--- src/logic/logger_regs_pkg.sv ---
package logger_regs_pkg;

  // ***********************************************************
  // register map
  // ***********************************************************
  localparam int ADDR_W = 10;
  localparam logic [ADDR_W-1:0] OFS_LOGGING_INTERVAL = 10'h20D;
  localparam logic [ADDR_W-1:0] OFS_MISSION_CONTROL = 10'h20E;
  localparam logic [ADDR_W-1:0] OFS_START_DELAY_LO = 10'h212;
  localparam logic [ADDR_W-1:0] OFS_START_DELAY_HI = 10'h213;
  localparam logic [ADDR_W-1:0] OFS_MISSION_STATUS = 10'h214;
  // writes anywhere in this window end a running mission
  localparam logic [ADDR_W-1:0] OFS_MISSION_WIN_LO = 10'h200;
  localparam logic [ADDR_W-1:0] OFS_MISSION_WIN_HI = 10'h213;

  // ***********************************************************
  // control field positions
  // ***********************************************************
  localparam int CTL_OSC_STOP = 7;
  localparam int CTL_CLEAR_PERMIT = 6;
  localparam int CTL_UNUSED = 5;
  localparam int CTL_MISSION_INHIBIT = 4;
  localparam int CTL_WRAP_LOG = 3;
  localparam int CTL_LOW_SEARCH = 2;
  localparam int CTL_HIGH_SEARCH = 1;
  localparam int CTL_TIMER_SEARCH = 0;
  localparam logic [7:0] CTL_WRITE_MASK = 8'hDF;

  // ***********************************************************
  // status field positions
  // ***********************************************************
  localparam int STS_CONV_IDLE = 7;
  localparam int STS_CLEARED = 6;
  localparam int STS_MISSION_ACTIVE = 5;
  localparam int STS_SAMPLING = 4;
  localparam int STS_UNUSED = 3;
  localparam int STS_LOW_FLAG = 2;
  localparam int STS_HIGH_FLAG = 1;
  localparam int STS_TIMER_FLAG = 0;

  // ***********************************************************
  // reset values
  // ***********************************************************
  localparam logic [7:0] RST_LOGGING_INTERVAL = 8'h00;
  localparam logic [7:0] RST_MISSION_CONTROL = 8'h00;
  localparam logic [15:0] RST_START_DELAY = 16'h0000;
  localparam logic [7:0] RST_READ_DATA = 8'h00;

  // ***********************************************************
  // mission sequencer states
  // ***********************************************************
  typedef enum logic [2:0] {
    MS_IDLE = 3'b001,
    MS_DELAY = 3'b010,
    MS_LOGGING = 3'b100
  } mission_state_t;

endpackage : logger_regs_pkg

--- src/logic/logger_mission_control_regs.sv ---
// Functional notes
// - conversions spaced by interval minutes, 1..255
// - nonzero interval write starts mission if cleared, uninhibited
// - control writable; write during mission ends it
// - control bit 5 always reads zero
// - oscillator_stop halts oscillator, enters retention
// - no start before RTC advanced one second
// - clear only if command is next access
// - clear zeroes memories, delay and interval
// - any memory command drops clear_permit
// - mission_inhibit high blocks mission start
// - wrap enabled: full datalog overwrites oldest
// - wrap disabled: stop storing, keep mission running
// - low search answers on low flag
// - timer search answers on timer alarm flag
// - 16-bit start delay in minutes before logging
// - status write ends mission only when bit 5 written zero
// - status bit order fixed, bit 3 zero
// - status flags clear-only, bit 5 write-zero ends mission, other bits read-only
// - first write into 200h-213h ends mission
// - mission start clears cleared_flag
module logger_mission_control_regs (
  input wire logic clk,
  input wire logic nrst,
  input wire logic [logger_regs_pkg::ADDR_W-1:0] addr,
  input wire logic [7:0] wdata,
  input wire logic wr,
  input wire logic rd,
  output logic [7:0] rdata,
  input wire logic dev_access,
  input wire logic mem_cmd,
  input wire logic mem_cmd_clear,
  input wire logic rtc_second_tick,
  input wire logic minute_tick,
  input wire logic conv_busy,
  input wire logic low_event,
  input wire logic high_event,
  input wire logic timer_event,
  input wire logic datalog_full,
  output logic osc_run,
  output logic retention_mode,
  output logic clear_memory,
  output logic sample_start,
  output logic datalog_store,
  output logic datalog_wrap,
  output logic search_match,
  output logic mission_active,
  output logic logging_started
);
  import logger_regs_pkg::*;

  // ***********************************************************
  // state
  // ***********************************************************
  typedef struct packed {
    logic [7:0] interval;
    logic [7:0] control;
    logic [15:0] start_delay;
    logic cleared;
    logic active;
    logic sampling;
    logic low_flag;
    logic high_flag;
    logic timer_flag;
    logic conv_idle;
    logic rtc_advanced;
    logic clear_armed;
    mission_state_t state;
    logic [15:0] delay_left;
    logic [7:0] minutes_left;
    logic [7:0] rdata;
    logic clear_pulse;
    logic sample_pulse;
    logic store_pulse;
    logic match;
    logic logging;
    logic run;
  } regs_t;

  regs_t q;
  regs_t d;
  logic rst_meta_q;
  logic rst_sync_q;

  // ***********************************************************
  // helpers
  // ***********************************************************
  function automatic logic in_mission_window(input logic [ADDR_W-1:0] a);
    in_mission_window = (a >= OFS_MISSION_WIN_LO) && (a <= OFS_MISSION_WIN_HI);
  endfunction : in_mission_window

  function automatic logic [7:0] status_byte(input regs_t s);
    status_byte = 8'h00;
    status_byte[STS_CONV_IDLE] = s.conv_idle;
    status_byte[STS_CLEARED] = s.cleared;
    status_byte[STS_MISSION_ACTIVE] = s.active;
    status_byte[STS_SAMPLING] = s.sampling;
    status_byte[STS_LOW_FLAG] = s.low_flag;
    status_byte[STS_HIGH_FLAG] = s.high_flag;
    status_byte[STS_TIMER_FLAG] = s.timer_flag;
  endfunction : status_byte

  // ***********************************************************
  // reset release
  // ***********************************************************
  always_ff @(posedge clk or negedge nrst)
  begin
    if (!nrst)
    begin
      rst_meta_q <= 1'b0;
      rst_sync_q <= 1'b0;
    end
    else
    begin
      rst_meta_q <= 1'b1;
      rst_sync_q <= rst_meta_q;
    end
  end

  // ***********************************************************
  // next state
  // ***********************************************************
  always_comb
  begin
    logic wr_interval;
    logic wr_control;
    logic wr_status;
    logic end_mission;
    logic start_mission;
    logic do_clear;
    logic osc_on;
    logic wr_delay_lo;
    logic wr_delay_hi;
    wr_interval = wr && (addr == OFS_LOGGING_INTERVAL);
    wr_control = wr && (addr == OFS_MISSION_CONTROL);
    wr_status = wr && (addr == OFS_MISSION_STATUS);
    wr_delay_lo = wr && (addr == OFS_START_DELAY_LO);
    wr_delay_hi = wr && (addr == OFS_START_DELAY_HI);
    d = q;
    d.clear_pulse = 1'b0;
    d.sample_pulse = 1'b0;
    d.store_pulse = 1'b0;
    osc_on = !q.control[CTL_OSC_STOP];

    // ***********************************************************
    // oscillator must have ticked once since it started
    // ***********************************************************
    if (!osc_on)
      d.rtc_advanced = 1'b0;
    else if (rtc_second_tick)
      d.rtc_advanced = 1'b1;

    // ***********************************************************
    // mission end: window write or control write, status write only via bit 5
    // ***********************************************************
    end_mission = q.active && ((wr && in_mission_window(addr)) || wr_control);
    if (q.active && wr_status && !wdata[STS_MISSION_ACTIVE])
      end_mission = 1'b1;

    start_mission = wr_interval && (wdata != 8'h00) && q.cleared
      && !q.control[CTL_MISSION_INHIBIT] && q.rtc_advanced && !q.active;

    // ***********************************************************
    // register writes
    // ***********************************************************
    if (wr_interval)
      d.interval = wdata;
    if (wr_control)
      d.control = wdata & CTL_WRITE_MASK;
    if (wr_delay_lo)
      d.start_delay[7:0] = wdata;
    if (wr_delay_hi)
      d.start_delay[15:8] = wdata;

    // ***********************************************************
    // clear sequence: permit armed by the control write, lost on any other access
    // ***********************************************************
    // clear refused during a mission so a running log cannot be wiped
    if (wr_control)
      d.clear_armed = wdata[CTL_CLEAR_PERMIT];
    else if (rd || wr || dev_access || mem_cmd)
      d.clear_armed = 1'b0;
    do_clear = mem_cmd && mem_cmd_clear && q.clear_armed
      && q.control[CTL_CLEAR_PERMIT] && !q.active;
    if (mem_cmd)
      d.control[CTL_CLEAR_PERMIT] = 1'b0;
    if (do_clear)
    begin
      d.interval = 8'h00;
      d.start_delay = 16'h0000;
      d.cleared = 1'b1;
      d.clear_pulse = 1'b1;
    end

    // ***********************************************************
    // status flag writes, clear only; a same-cycle event wins
    // ***********************************************************
    if (wr_status)
    begin
      if (!wdata[STS_LOW_FLAG])
        d.low_flag = 1'b0;
      if (!wdata[STS_HIGH_FLAG])
        d.high_flag = 1'b0;
      if (!wdata[STS_TIMER_FLAG])
        d.timer_flag = 1'b0;
    end
    if (q.active && low_event)
      d.low_flag = 1'b1;
    if (q.active && high_event)
      d.high_flag = 1'b1;
    if (timer_event)
      d.timer_flag = 1'b1;
    d.conv_idle = !conv_busy;
    // own flop for the pin, so no inverter sits between register and output
    d.run = !d.control[CTL_OSC_STOP];

    // ***********************************************************
    // mission sequencer
    // ***********************************************************
    case (q.state)
      MS_IDLE:
      begin
        if (start_mission)
        begin
          d.active = 1'b1;
          d.cleared = 1'b0;
          d.delay_left = q.start_delay;
          d.state = MS_DELAY;
        end
      end
      MS_DELAY:
      begin
        if (minute_tick && osc_on)
        begin
          if (q.delay_left == 16'h0000)
          begin
            d.state = MS_LOGGING;
            d.logging = 1'b1;
            d.sample_pulse = 1'b1;
            d.minutes_left = q.interval;
          end
          else
          begin
            d.delay_left = q.delay_left - 16'h0001;
          end
        end
      end
      MS_LOGGING:
      begin
        if (minute_tick && osc_on)
        begin
          if (q.minutes_left <= 8'h01)
          begin
            d.sample_pulse = 1'b1;
            d.minutes_left = q.interval;
          end
          else
          begin
            d.minutes_left = q.minutes_left - 8'h01;
          end
        end
      end
      default:
        d.state = MS_IDLE;
    endcase
    if (end_mission)
    begin
      d.active = 1'b0;
      d.logging = 1'b0;
      d.sample_pulse = 1'b0;
      d.state = MS_IDLE;
    end

    // ***********************************************************
    // full log without wrap stops storing only; mission carries on
    // ***********************************************************
    if (d.sample_pulse)
      d.store_pulse = q.control[CTL_WRAP_LOG] || !datalog_full;
    d.sampling = q.active && (d.sample_pulse || (q.sampling && conv_busy));

    d.match = (q.control[CTL_LOW_SEARCH] && q.low_flag)
      || (q.control[CTL_HIGH_SEARCH] && q.high_flag)
      || (q.control[CTL_TIMER_SEARCH] && q.timer_flag);

    // ***********************************************************
    // read data for the next cycle only
    // ***********************************************************
    // unmapped addresses and idle cycles read zero
    d.rdata = RST_READ_DATA;
    if (rd)
    begin
      case (addr)
        OFS_LOGGING_INTERVAL:
        begin
          d.rdata = q.interval;
        end
        OFS_MISSION_CONTROL:
        begin
          d.rdata = q.control & CTL_WRITE_MASK;
        end
        OFS_START_DELAY_LO:
        begin
          d.rdata = q.start_delay[7:0];
        end
        OFS_START_DELAY_HI:
        begin
          d.rdata = q.start_delay[15:8];
        end
        OFS_MISSION_STATUS:
        begin
          d.rdata = status_byte(q);
        end
        default:
        begin
          d.rdata = RST_READ_DATA;
        end
      endcase
    end
  end

  // ***********************************************************
  // registers
  // ***********************************************************
  always_ff @(posedge clk or negedge rst_sync_q)
  begin
    if (!rst_sync_q)
    begin
      // cleared_flag starts low: a clear is needed before the first mission
      q.cleared <= 1'b0;
      q.active <= 1'b0;
      q.sampling <= 1'b0;
      q.low_flag <= 1'b0;
      q.high_flag <= 1'b0;
      q.timer_flag <= 1'b0;
      q.rtc_advanced <= 1'b0;
      q.clear_armed <= 1'b0;
      q.delay_left <= 16'h0000;
      q.minutes_left <= 8'h00;
      q.clear_pulse <= 1'b0;
      q.sample_pulse <= 1'b0;
      q.store_pulse <= 1'b0;
      q.match <= 1'b0;
      q.logging <= 1'b0;
      q.run <= 1'b1;
      q.interval <= RST_LOGGING_INTERVAL;
      q.control <= RST_MISSION_CONTROL;
      q.start_delay <= RST_START_DELAY;
      q.conv_idle <= 1'b1;
      q.state <= MS_IDLE;
      q.rdata <= RST_READ_DATA;
    end
    else
      q <= d;
  end

  // ***********************************************************
  // outputs, all straight from flops
  // ***********************************************************
  assign rdata = q.rdata;
  assign osc_run = q.run;
  assign retention_mode = q.control[CTL_OSC_STOP];
  assign clear_memory = q.clear_pulse;
  assign sample_start = q.sample_pulse;
  assign datalog_store = q.store_pulse;
  // a wrapping log overwrites oldest samples; staggered missions want it off
  assign datalog_wrap = q.control[CTL_WRAP_LOG];
  assign search_match = q.match;
  assign mission_active = q.active;
  assign logging_started = q.logging;

endmodule : logger_mission_control_regs

--- config.mk ---
export PLATFORM = sky130hd
export DESIGN_NAME = logger_mission_control_regs
export DESIGN_NICKNAME = d
export VERILOG_FILES = /design/src/logic/logger_regs_pkg.sv /design/src/logic/logger_mission_control_regs.sv
export SDC_FILE = /design/constraint.sdc
export NUM_CORES = 1
export LEC_CHECK = 0
export BUFFER_PORTS_ARGS = -buffer_cell sky130_fd_sc_hd__buf_2
export CELL_PAD_IN_SITES_DETAIL_PLACEMENT = 1
export CELL_PAD_IN_SITES_GLOBAL_PLACEMENT = 2
export CORE_ASPECT_RATIO = 1.4
export CORE_UTILIZATION = 37
export CTS_BUF_LIST = sky130_fd_sc_hd__clkbuf_4 sky130_fd_sc_hd__clkbuf_8 sky130_fd_sc_hd__clkbuf_16
export DETAILED_ROUTE_END_ITERATION = 7
export HOLD_SLACK_MARGIN = 0.15
export PLACE_DENSITY = 0.86
export SETUP_SLACK_MARGIN = 0.05
export SYNTH_ARGS = -nofsm -noshare
export SYNTH_HDL_FRONTEND = slang
export SYNTH_SLANG_ARGS = --single-unit
--- constraint.sdc ---
create_clock -name clk -period 2.8 [get_ports clk]
set_input_delay 0.56 -clock clk [delete_from_list [all_inputs] [get_ports clk]]
set_output_delay 0.56 -clock clk [all_outputs]
set_load 0.02 [all_outputs]
Word level (Yosys, flattened, before mapping)
Cells that the tools add are included.
{"block": "word_totals", "register_bits": 83, "wordCells": 167, "memories": 0, "latchBits": 0, "ram_bits": 0, "in_bits": 32, "out_inout_bits": 17, "mem_bits_ro": 0}
{"block": "op_classes", "eq_ne": 20, "mul": 0, "addsub": 2, "n_shift": 0, "reduce_logical": 68, "bitwise": 0, "div": 0, "muxes": 47, "order_cmp": 3}
{"cell": "two-way mux 8 bit", "count": 9}
{"cell": "== test 10 bit (second input constant)", "count": 5}
{"cell": "case mux 8 bit (5 select lines)", "count": 1}
{"cell": "case mux 16 bit (2 select lines)", "count": 1}
{"cell": "nonzero test 2 bit", "count": 16}
{"cell": "logical AND 1 bit", "count": 27}
{"cell": "two-way mux 27 bit", "count": 1}
{"cell": "two-way mux 1 bit", "count": 24}
{"cell": "two-way mux 19 bit", "count": 1}
{"cell": "two-way mux 17 bit", "count": 1}
{"cell": "zero test 16 bit", "count": 1}
{"cell": "two-way mux 16 bit", "count": 1}
{"cell": "case mux 8 bit (2 select lines)", "count": 1}
{"cell": "subtractor 16 x 1 -> 16 bit (second input constant)", "count": 1}
{"cell": "inequality test 2 bit (second input constant)", "count": 6}
{"cell": "AND reduction 4 bit", "count": 3}
{"cell": ">= comparator 10 bit (second input constant)", "count": 1}
{"cell": "<= comparator 10 bit (second input constant)", "count": 1}
{"cell": "two-way mux 3 bit", "count": 3}
{"cell": "inequality test 3 bit (second input constant)", "count": 3}
{"cell": "case mux 3 bit (3 select lines)", "count": 1}
{"cell": "<= comparator 8 x 1 -> 1 bit (second input constant)", "count": 1}
{"cell": "logical OR 1 bit", "count": 8}
{"cell": "AND reduction 2 bit", "count": 4}
{"cell": "other kinds (10)", "count": 19}

Logic depth before layout (Yosys ltp)
{"block": "depth", "depth_word": 10, "ltp_mapped": 9, "mapped_depth_nobuf": 7}

Least setup slack after synthesis
Ideal clock, no wire load.
{"block": "synth_path", "path_kind": "reg2reg", "start": "register q[22] in the netlist's numbering", "end": "register q[23] in the netlist's numbering", "setup_slack_ns": 0.252, "setup_ns": 0.079, "path_buffers": 2, "t_arrival_ns": 2.468, "stages_incl_launch_ff": 10, "required_time_ns": 2.721, "cell_sequence": "dfrtp_1 -> inv_1 -> ha_1 -> or4b_4 -> or4_4 -> nor3_4 -> or3_1 -> buf_4 -> buf_6 -> mux2i_1"}
{"block": "synth_via", "elab_chain_len": 4, "elab_cells_between_ends": 7, "classes_between": "1 x add/sub; 1 x eq/ne; 3 x mux; 2 x reduce/logical"}
{"element": "start: declaration", "line_no": "logger_mission_control_regs.sv:80", "text": "regs_t q;"}
{"element": "subtractor 16 x 1 -> 16 bit", "line_no": "logger_mission_control_regs.sv:244", "text": "d.delay_left = q.delay_left - 16'h0001;"}
{"element": "two-way mux 16 bit", "line_no": "logger_mission_control_regs.sv:235", "text": "if (q.delay_left == 16'h0000)"}
{"element": "two-way mux 27 bit", "line_no": "logger_mission_control_regs.sv:233", "text": "if (minute_tick && osc_on)"}
{"element": "case mux 16 bit (2 select lines)", "line_no": "logger_mission_control_regs.sv:220", "text": "case (q.state)"}
Parallel ways exist; a longest one is shown, timed or not. The select of a mux whose other input is x is not followed.
A chain may end at the register's enable or synchronous reset.

Worst setup path after layout
Ends and elaborated chain as after synthesis.

==> results.sh <==
export IMPL_cts_buffer_depth=2
export IMPL_worstSetupStartpointType="register"
export IMPL_power_frac_clock=0.510
export IMPL_vias_per_cell=5.95
export IMPL_largest_register="q"
export IMPL_layout_setup_ws_ps=160
export IMPL_hp_class="input pin to register"
export IMPL_die_area_sq_mm=0.0123
export IMPL_timing_final_crit_share=0.943
export IMPL_p_seq_frac=0.458
export IMPL_crit_path_end_kind="register"
export IMPL_drt_wl_total_microns=13300
export IMPL_drt_iter0_drc=268
export IMPL_setup_viol=0
export IMPL_grt_overflow=0
export IMPL_internal_power_uw=2150
export IMPL_cap_violations=0
export IMPL_place_gp_congestion=0.890
export IMPL_max_slew_margin=0.277
export IMPL_cts_setup_buffers=0
export IMPL_final_hold_viol_count=0
export IMPL_largest_reg_flops=64
export IMPL_dp_slack_ps=184
export IMPL_die_h_microns=131
export IMPL_critical_path_class="register to register"
export IMPL_power_switching_uw=560
export IMPL_yosys_warnings=0
export IMPL_syn_inst=449
export IMPL_p_sw_frac=0.207
export IMPL_firstDrtPassIters=7
export IMPL_outcome="completed"
export IMPL_slew_violations=0
export IMPL_arrival_ps=2900
export IMPL_port_buffers=48
export IMPL_initial_utilization=0.382
export IMPL_grtUsageTotal=0.235
export IMPL_grt_pass1_vias=4071
export IMPL_drcViolationCount=0
export IMPL_routedWlPerCell_microns=20.6
export IMPL_worst_slew_pin_transition_ps=1080
export IMPL_ys_flop_type="dfrtp_1"
export IMPL_synthToLayoutAreaGrowth_pct=18.1
export IMPL_top_regs="q: 64 flops, rdata: 8 flops"
export IMPL_p_per_area_mw_per_mm2=523
export IMPL_insertion_delay_ps=340
export IMPL_die_x_microns=93.9
export IMPL_hpwl_microns=9430
export IMPL_min_period_ps=2640
export IMPL_yosysUniqueCellTypes=63
export IMPL_core_sq_mm=0.0115
export IMPL_fmax_ghz=0.379
export IMPL_vias=3837
export IMPL_rsz0062_at_grt="yes"
export IMPL_async_flop_share=1.00
export IMPL_ys_seq_area_frac=0.475
export IMPL_worstPathMaxFanout=15
export IMPL_numCtsBuffers=9
export IMPL_cts_sinks=83
export IMPL_io_pins=49
export IMPL_grt_pass1_wl_microns=21700
export IMPL_p_leak_uw=0.00242
export IMPL_grt_max_degree=82
export IMPL_critPathRequiredTime_ps=3060
export IMPL_pwr_share_comb=0.032
export IMPL_syn_area_per_cell_sq_um=9.75
export IMPL_fp_row_count=46
export IMPL_vdd_drop_max_v=0.000305
export IMPL_path_clk_slew_ps=60
export IMPL_ant_nets=0
export IMPL_synth_edf_count=0
export IMPL_skew_ps=4.87
export IMPL_synth_area_sq_mm=0.00438
export IMPL_ys_ff_latch=83
export IMPL_root_buffer="clkbuf_16"
export IMPL_n_antenna_cell=0
export IMPL_drive_gt1_frac=0.216
export IMPL_htree_num_levels=3
export IMPL_syn_num_nets=484
export IMPL_fin_tns_setup_ps=0
export IMPL_antenna_found_initial=0
export IMPL_nets=531
export IMPL_cts_tree="built"
==> what timing repair did <==
item	4_1_cts	5_1_grt
endpoints found under the hold margin	2	0
endpoints found under the setup margin	0	4
gates resized for setup	0	1
hold buffers	1	0
==> worst paths after layout <==
kind / start / endpoint / slack (ps) / cells past startpoint
max: q[22] / q[23] / 160 / 8
min: conv_busy / q[43] / 340 / 2
max reg2reg: q[22] / q[23] / 160 / 8
min reg2reg: rst_meta_q / rst_sync_q / 360 / 0
max in group asynchronous: rst_sync_q / rdata[7] / 1570 / 0
min in group asynchronous: rst_sync_q / search_match / 520 / 0
==> per-layer routing <==
| metal | GRT usage | vias up | routed length (microns) |
|---|---|---|---|
| met4 | 0.114 | 0 | 365 |
| li1 | - | 1766 | - |
| met5 | 0 | - | 0 |
| met1 | 0.282 | 1942 | 5370 |
| met3 | 0.0428 | 26 | 496 |
| met2 | 0.406 | 103 | 7060 |
==> cells by family (layout without fill, tap and decap cells) <==
| group | Yosys count | count (layout) | synth area share |
|---|---|---|---|
| adder cells (fa/ha/maj) | 3 | 3 | 0.00857 |
| flip-flops | 83 | 83 | 0.475 |
| multiplexers | 26 | 26 | 0.0611 |
| buffers and inverters | 45 | 97 | 0.0494 |
| other | 1 | 1 | 0.000856 |
| AO/OA/AOI/OAI | 125 | 125 | 0.203 |
| AND/OR/NAND/NOR | 166 | 166 | 0.202 |
==> Yosys cell counts (all sizes together), types with 4 or more instances <==
| cell type | instances | area share |
|---|---|---|
| buf | 14 | 0.023 |
| a22oi | 6 | 0.010 |
| nand2 | 34 | 0.029 |
| o2bb2ai | 5 | 0.010 |
| nand3 | 7 | 0.0080 |
| mux2i | 20 | 0.046 |
| and2 | 4 | 0.0057 |
| mux2 | 6 | 0.015 |
| nor2 | 62 | 0.053 |
| inv | 11 | 0.0094 |
| a21oi | 32 | 0.037 |
| nor4bb | 4 | 0.0091 |
| or4 | 7 | 0.013 |
| nor2b | 5 | 0.0071 |
| o22a | 4 | 0.0080 |
| o21ai | 16 | 0.018 |
| o41ai | 10 | 0.020 |
| dfrtp | 80 | 0.46 |
| o211ai | 7 | 0.012 |
| nor4 | 11 | 0.019 |
| nor3 | 10 | 0.015 |
| clkbuf | 20 | 0.017 |
| a22o | 14 | 0.028 |
| a222oi | 7 | 0.016 |
==> layout by cell type, fill, tap and decap left out, types with 8 or more instances in the layout <==
cell type   n
a21oi_1    32
a22o_1     14
buf_2      48
buf_4      19
clkbuf_16   9
dfrtp_1    79
inv_1      11
mux2i_1    20
nand2_1    34
nor2_1     62
nor3_1      8
nor4_1     10
o21ai_0    14
o41ai_1    10
==> per-stage QoR <==
| stage | cells | area (sq um) | total power, uW | utilization | hold slack (ps) |
|---|---|---|---|---|---|
| global route | 645 | 5170 | 2780 | 0.452 | 345 |
| floorplan | 449 | 4380 | 1280 | - | 264 |
| global placement | 628 | 4810 | 1340 | 0.420 | 339 |
| detailed placement | 628 | 4810 | 1350 | 0.420 | 346 |
| finish | 645 | 5170 | 2710 | 0.452 | 343 |
| CTS | 645 | 5170 | 2740 | 0.451 | 335 |
==> final cells by class <==
type | instances | area [sq um]
fill | 1290 | 6280
clock buffer | 11 | 246
sequential | 83 | 2080
timing repair buffer | 70 | 424
clock inverter | 5 | 100
inverter | 11 | 41.3
tap | 144 | 180
multi-input combinational | 321 | 2100
==> power by group through the flow <==
stage          sequential (uW)  clock [uW]  combinational [uW]
2_1_floorplan             1250           0                30.1
3_3_place_gp              1260           0                81.3
3_5_place_dp              1260           0                83.6
4_1_cts                   1240        1410                85.3
5_1_grt                   1250        1440                93.4
6_report                  1240        1380                85.7
==> critical path: stages (launching register included) <==
cell and delay, ps:
dfrtp_1 420, inv_1 70, ha_1 210, or4b_4 540, or4_4 580, nor3_4 220, or3_1 170, buf_12 150
mux2i_1 180
No activity file was read; power rests on OpenSTA's default activity.
